### src/logic/ioc_params.svh
// Functional notes
// - pull-up on a pin only when its pull-up bit is 1 and pin is input.
// - flag bit sets only for enabled pins whose condition caused the interrupt; here conditions arising while pending also set flags.
// - interrupt flag register is read-only; writes leave it unchanged.
// - while pending, flags keep updating but the capture register holds.
// - on interrupt, capture pin levels; hold until capture or port read.
// - port register read returns pin levels with per-pin inversion applied.
// - port register write stores the byte into the output latch.
// - output latch read returns latch contents, not pin levels.
// - output pins are driven from latch bits; input pins are not driven.
// - only input pins can cause interrupts or flags.
// - interrupt stays active until capture or port read; writes never clear it.
// - only the first event loads capture; no new interrupt until cleared.
// - previous-value mode interrupts on change; new level becomes the reference.
// - default mode interrupts while pin differs from default, even after reads.
// - interrupt pin asserts while interrupt active, with configured drive and level.
// - direction bit 1 means input, 0 means output.
// - polarity bit 1 reports inverted pin level in the port register.
// - compare-mode bit 1 compares to default, 0 to previous value.
// - open-drain select overrides polarity; else polarity 1 high, 0 low.
`ifndef IOC_PARAMS_SVH
`define IOC_PARAMS_SVH
`define IOC_ADDR_DIRECTION 8'h00
`define IOC_ADDR_INVERSION 8'h01
`define IOC_ADDR_IRQ_ENABLE 8'h02
`define IOC_ADDR_DEFAULT 8'h03
`define IOC_ADDR_MODE 8'h04
`define IOC_ADDR_CONFIG 8'h05
`define IOC_ADDR_PULLUP 8'h06
`define IOC_ADDR_FLAGS 8'h07
`define IOC_ADDR_CAPTURE 8'h08
`define IOC_ADDR_PORT 8'h09
`define IOC_ADDR_LATCH 8'h0A
`define IOC_CFG_OPEN_DRAIN 2
`define IOC_CFG_ACTIVE_HIGH 1
`define IOC_RST_ZERO 8'h00
`define IOC_RST_DIRECTION 8'hFF
`endif

### src/logic/ioc_pkg.sv
package ioc_pkg;
  typedef logic [7:0] ioc_byte_t;
endpackage : ioc_pkg

### src/logic/ioc_port.sv
`timescale 1ns/10ps
`default_nettype none
`include "ioc_params.svh"
module ioc_port (
  input wire logic core_clk,
  input wire logic srst,
  input wire logic reg_wr,
  input wire logic reg_rd,
  input wire logic [7:0] reg_addr,
  input wire logic [7:0] reg_wdata,
  output logic [7:0] reg_rdata,
  input wire logic [7:0] pin_direction,
  input wire logic [7:0] input_inversion,
  input wire logic [7:0] change_irq_enable,
  input wire logic [7:0] default_compare_value,
  input wire logic [7:0] compare_mode_select,
  input wire logic [7:0] expander_config,
  input wire logic [7:0] pin_in,
  output logic [7:0] pin_out,
  output logic [7:0] pin_oe,
  output logic [7:0] pin_pullup,
  output logic irq_out,
  output logic irq_oe
);
  ioc_pkg::ioc_byte_t pullup_enable;
  ioc_pkg::ioc_byte_t interrupt_flags;
  ioc_pkg::ioc_byte_t interrupt_capture;
  ioc_pkg::ioc_byte_t output_latch;
  ioc_pkg::ioc_byte_t reference;
  ioc_pkg::ioc_byte_t pin_sync;
  logic irq_pending;

  ioc_sync u_sync (
    .core_clk(core_clk),
    .srst(srst),
    .async_in(pin_in),
    .sync_out(pin_sync)
  );

  wire [7:0] is_input = pin_direction;
  wire [7:0] port_level_bits = pin_sync ^ input_inversion;
  wire [7:0] compare_ref = (compare_mode_select & default_compare_value) |
    (~compare_mode_select & reference);
  wire [7:0] condition = (pin_sync ^ compare_ref) & change_irq_enable & is_input;
  wire any_condition = |condition;
  wire clear_read = reg_rd && ((reg_addr == `IOC_ADDR_CAPTURE) ||
    (reg_addr == `IOC_ADDR_PORT));
  wire new_irq = any_condition && !irq_pending;
  wire wr_pullup = reg_wr && (reg_addr == `IOC_ADDR_PULLUP);
  wire wr_latch = reg_wr && ((reg_addr == `IOC_ADDR_PORT) ||
    (reg_addr == `IOC_ADDR_LATCH));
  wire open_drain = expander_config[`IOC_CFG_OPEN_DRAIN];
  wire active_high = expander_config[`IOC_CFG_ACTIVE_HIGH];

  // while pending, the clearing read wins over a new event; a lasting condition re-raises it the next cycle
  always_ff @(posedge core_clk) begin
    if (srst) begin
      irq_pending <= 1'b0;
    end else if (new_irq) begin
      irq_pending <= 1'b1;
    end else if (clear_read) begin
      irq_pending <= 1'b0;
    end
  end

  // flags accumulate conditions of enabled inputs until a clearing read with none active; bus writes never touch them
  always_ff @(posedge core_clk) begin
    if (srst) begin
      interrupt_flags <= `IOC_RST_ZERO;
    end else if (any_condition) begin
      interrupt_flags <= interrupt_flags | condition;
    end else if (clear_read) begin
      interrupt_flags <= `IOC_RST_ZERO;
    end
  end

  always_ff @(posedge core_clk) begin
    if (srst) begin
      interrupt_capture <= `IOC_RST_ZERO;
    end else if (new_irq) begin
      interrupt_capture <= port_level_bits;
    end
  end

  // previous-value reference reloads from the synchronised pins every cycle, whether a change is reported or not
  always_ff @(posedge core_clk) begin
    if (srst) begin
      reference <= `IOC_RST_ZERO;
    end else begin
      reference <= pin_sync;
    end
  end

  always_ff @(posedge core_clk) begin
    if (srst) begin
      pullup_enable <= `IOC_RST_ZERO;
      output_latch <= `IOC_RST_ZERO;
    end else begin
      if (wr_pullup) begin
        pullup_enable <= reg_wdata;
      end
      if (wr_latch) begin
        output_latch <= reg_wdata;
      end
    end
  end

  always_ff @(posedge core_clk) begin
    if (srst) begin
      reg_rdata <= `IOC_RST_ZERO;
    end else if (reg_rd) begin
      case (reg_addr)
        `IOC_ADDR_PULLUP: reg_rdata <= pullup_enable;
        `IOC_ADDR_FLAGS: reg_rdata <= interrupt_flags;
        `IOC_ADDR_CAPTURE: reg_rdata <= interrupt_capture;
        `IOC_ADDR_PORT: reg_rdata <= port_level_bits;
        `IOC_ADDR_LATCH: reg_rdata <= output_latch;
        default: reg_rdata <= `IOC_RST_ZERO;
      endcase
    end
  end

  assign pin_out = output_latch;
  assign pin_oe = ~is_input;
  assign pin_pullup = pullup_enable & is_input;
  // open-drain pulls low when active; push-pull drives the chosen level
  assign irq_out = open_drain ? 1'b0 : (irq_pending ~^ active_high);
  assign irq_oe = open_drain ? irq_pending : 1'b1;
endmodule : ioc_port
`default_nettype wire

### src/logic/ioc_sync.sv
`timescale 1ns/10ps
`default_nettype none
// two-stage synchroniser, one per pin
module ioc_sync (
  input wire logic core_clk,
  input wire logic srst,
  input wire logic [7:0] async_in,
  output logic [7:0] sync_out
);
  genvar i;
  generate
    for (i = 0; i < 8; i++) begin : g_bit
      logic meta;
      always_ff @(posedge core_clk) begin
        if (srst) begin
          meta <= 1'b0;
          sync_out[i] <= 1'b0;
        end else begin
          meta <= async_in[i];
          sync_out[i] <= meta;
        end
      end
    end
  endgenerate
endmodule : ioc_sync
`default_nettype wire

### config.mk
export PLATFORM = sky130hd
export DESIGN_NAME = ioc_port
export DESIGN_NICKNAME = d
export VERILOG_FILES = /design/src/logic/ioc_pkg.sv /design/src/logic/ioc_port.sv /design/src/logic/ioc_sync.sv
export VERILOG_INCLUDE_DIRS = /design/src /design/src/logic
export SDC_FILE = /design/constraint.sdc
export NUM_CORES = 1
export LEC_CHECK = 0
export BUFFER_PORTS_ARGS = -buffer_cell sky130_fd_sc_hd__buf_4
export CORE_MARGIN = 1.5
export CORE_UTILIZATION = 50
export DETAILED_ROUTE_END_ITERATION = 8
export GPL_ROUTABILITY_DRIVEN = 0
export PLACE_DENSITY = 0.83
export SKIP_LAST_GASP = 1
export SYNTH_ARGS = -nofsm -noshare
export SYNTH_HDL_FRONTEND = slang
export SYNTH_HIERARCHICAL = 1
export SYNTH_SLANG_ARGS = --single-unit
### constraint.sdc
create_clock -name core_clk -period 2.2 [get_ports core_clk]
set_input_delay 0.22 -clock core_clk [delete_from_list [all_inputs] [get_ports core_clk]]
set_output_delay 0.22 -clock core_clk [all_outputs]
set_load 0.02 [all_outputs]
==> flow_summary_export.csv <==
group,metric,value,unit
run_status,status,"finished clean",
die,die_w,82.1,µm
critical_path,worstPathBufferInverterCount,0,
die,start_util,52.3,%
layout,num_antenna_cells,0,
critical_path,crit_fanout,6,
layout,final_cell_mix,"buf_4 (107), dfxtp_1 (65), mux2i_1 (43)",
yosys,syn_nets,412,
global_routing,grt_usage,22.8,%
critical_path,cp-start-kind,"flop",
layout,final_area,4100,µm²
timing,setup-tns-final,0,ps
layout,drive_above_1_share,32.0,%
global_routing,grt_pass1_wl,11600,µm
yosys,synthDistinctLibCells,39,
critical_path,rr_worst_depth,5,
critical_path,path_class,"reg2reg",
power,leakage,1.87,nW
drt,wl,7380,µm
clock_tree,post_cts_resize_count,0,
drt,vias,2718,
clock_tree,cts_root_buf,"clkbuf_8",
drt,vias_per_cell,5.28,
critical_path,cp_data_arrival_time,2240,ps
clock_tree,ctsHoldBuffers,0,
timing,finalCriticalPeriod,2020,ps
clock_tree,insertion_delay,340,ps
clock_tree,cts_tree,"yes",
critical_path,max_stage_delay,620,ps
timing,clock_skew,5.96,ps
layout,final_common_cell,"buf_4",
yosys,syn_inst,336,
drt,postRouteAntennaNets,0,
timing,fmax,0.496,GHz
power,vdd_drop_max,411,µV
layout,utilization,68.4,%
placed_design,place_ws,125,ps
power,power_density,612,nW/µm²
yosys,ys_ff_latch,65,
layout,fin_nets,511,
critical_path,crit_chain,"mux2i_1 -> mux2i_1 -> nor4_2 -> a21o_2 -> mux2_1",
placed_design,port_buffers,103,
clock_tree,post_cts_buffers,0,
yosys,yosys_warnings,6,
yosys,synth_edf_count,0,
timing,timing.final.ws_setup,183,ps
global_routing,grt_pass1_vias,2567,
timing,tightest_slew,617,ps
placed_design,dp_hpwl,5650,µm
drt,post_drt_wl_per_cell,14.3,µm
critical_path,crit_family,"multiplexers",
critical_path,cp_slowest_cell,"nor4_2",
layout,multiInputGateArea,1700,µm²
critical_path,worst-path-stages,5,
timing,slew_headroom,58.5,%
yosys,syn_area,3130,µm²
clock_tree,clock_sink_count,65,
timing,finalHoldViolCount,0,
timing,slew_viol_final,0,
yosys,ys.flop_type,"dfxtp_1",
min_path,hp-class,"in2reg",
timing,grt_setup_unrepaired,"no",
yosys,seq_area_frac_synth,41.6,%
die,dieArea,6740,µm²
die,die_y,82.1,µm
drt,drt_iter0_drc,131,
layout,area_growth,30.8,%
clock_tree,numCtsBuffers,9,
placed_design,place_area,3940,µm²
drt,drc,0,
global_routing,overflow,0,
die,rows,28,
timing,period_share,91.7,%
clock_tree,ctsHtreeMaxLevel,3,
drt,dr.pass1.iters,4,
critical_path,critPathCaptureType,"flop",
global_routing,antenna_found_initial,0,
run,maxCapViolCount,0,
clock_tree,cts_buffer_depth,2,
global_routing,grt_max_degree,55,
die,core,5990,µm²
min_path,min_path_cells,2,
layout,final.fill_count,503,
power,p_total,0.00251,W
critical_path,cp_common_cell,"mux2i_1",
clock_tree,path_clk_slew,70,ps
yosys,synth_async_sr_flop_share,0,%
die,io-pin-count,110,
yosys,avgSynthCellArea,9.32,µm²
critical_path,cp_data_required_time,2420,ps
timing,setup_viol,0,
layout,final-seq-area,1300,µm²
## per-layer routing
layer | routed length [µm] | vias up | share of wire, % | GRT usage [%]
met5 | 0 | - | 0 | 0
met4 | 87 | 0 | 1.2 | 8.31
met3 | 474 | 10 | 6.4 | 5.05
met2 | 3510 | 80 | 48 | 38.2
met1 | 3310 | 1263 | 45 | 28.6
li1 | - | 1365 | - | -
## cells by family after synthesis
group / share of synthesized area, %
AOI/OAI and AO/OA: 7.03
and+or+nand+nor: 28.8
xor gates and xnor gates: 2.80
DFF: 41.6
muxes: 15.5
buffers and inverters: 4.24
## path summary, 6_finish.rpt
path	to	slack, ps	start
worst min-delay path	u_sync/g_bit[3].meta$_SDFF_PP0_	90	pin_in[3]
worst max register to register	interrupt_capture[7]$_SDFFE_PP0P_	180	reference[6]$_SDFF_PP0_
worst max-delay path	interrupt_capture[7]$_SDFFE_PP0P_	180	reference[6]$_SDFF_PP0_
worst min register to register	u_sync/sync_out[1]$_SDFF_PP0_	440	u_sync/g_bit[1].meta$_SDFF_PP0_
## synth_stat cells (6+ instances only)
cell type	n	area share (%)
dfxtp_1	65	42
mux2i_1	43	14
nor2_1	36	4.3
nor2b_1	18	3.6
nor3_1	18	2.9
clkbuf_1	16	1.9
nand3b_1	16	3.8
inv_1	12	1.4
a21oi_1	10	1.6
and2_1	9	1.8
nand3_1	9	1.4
a211oi_1	8	1.9
nor4_1	8	1.6
nand2b_1	7	1.4
nor2b_2	7	2.0
and2b_2	6	1.7
xor2_1	6	1.7
## report_power, final
part	internal, W	total [W]	switching, W
logic	0.000211	0.000408	0.000198
registers	0.00123	0.00126	0.0000329
clock network	0.000402	0.000834	0.000432
total	0.00184	0.00251	0.000663
## flip-flops by register name, summed over array words and instances (netlist names)
| register | count |
|---|---|
| interrupt_capture | 8 |
| interrupt_flags | 8 |
| pin_out | 8 |
| pullup_enable | 8 |
| reference | 8 |
| reg_rdata | 8 |
| u_sync/g_bit.meta | 8 |
| u_sync/sync_out | 8 |
| irq_pending | 1 |
## per-stage QoR
step                instances  hold WS, ps
floorplan                 336          348
global placement          499          418
detailed placement        499          423
CTS                       515         86.1
global route              515         91.0
finish                    515         92.4
## area by class of cell
cell class	instances	area share, %
Multi-Input combinational cell	240	41.4
Clock inverter	4	0.489
Timing Repair Buffer	107	19.6
Tap cell	75	2.29
Sequential cell	65	31.8
Clock buffer	12	3.30
Inverter	12	1.10
(Power assumes the default switching activity.)
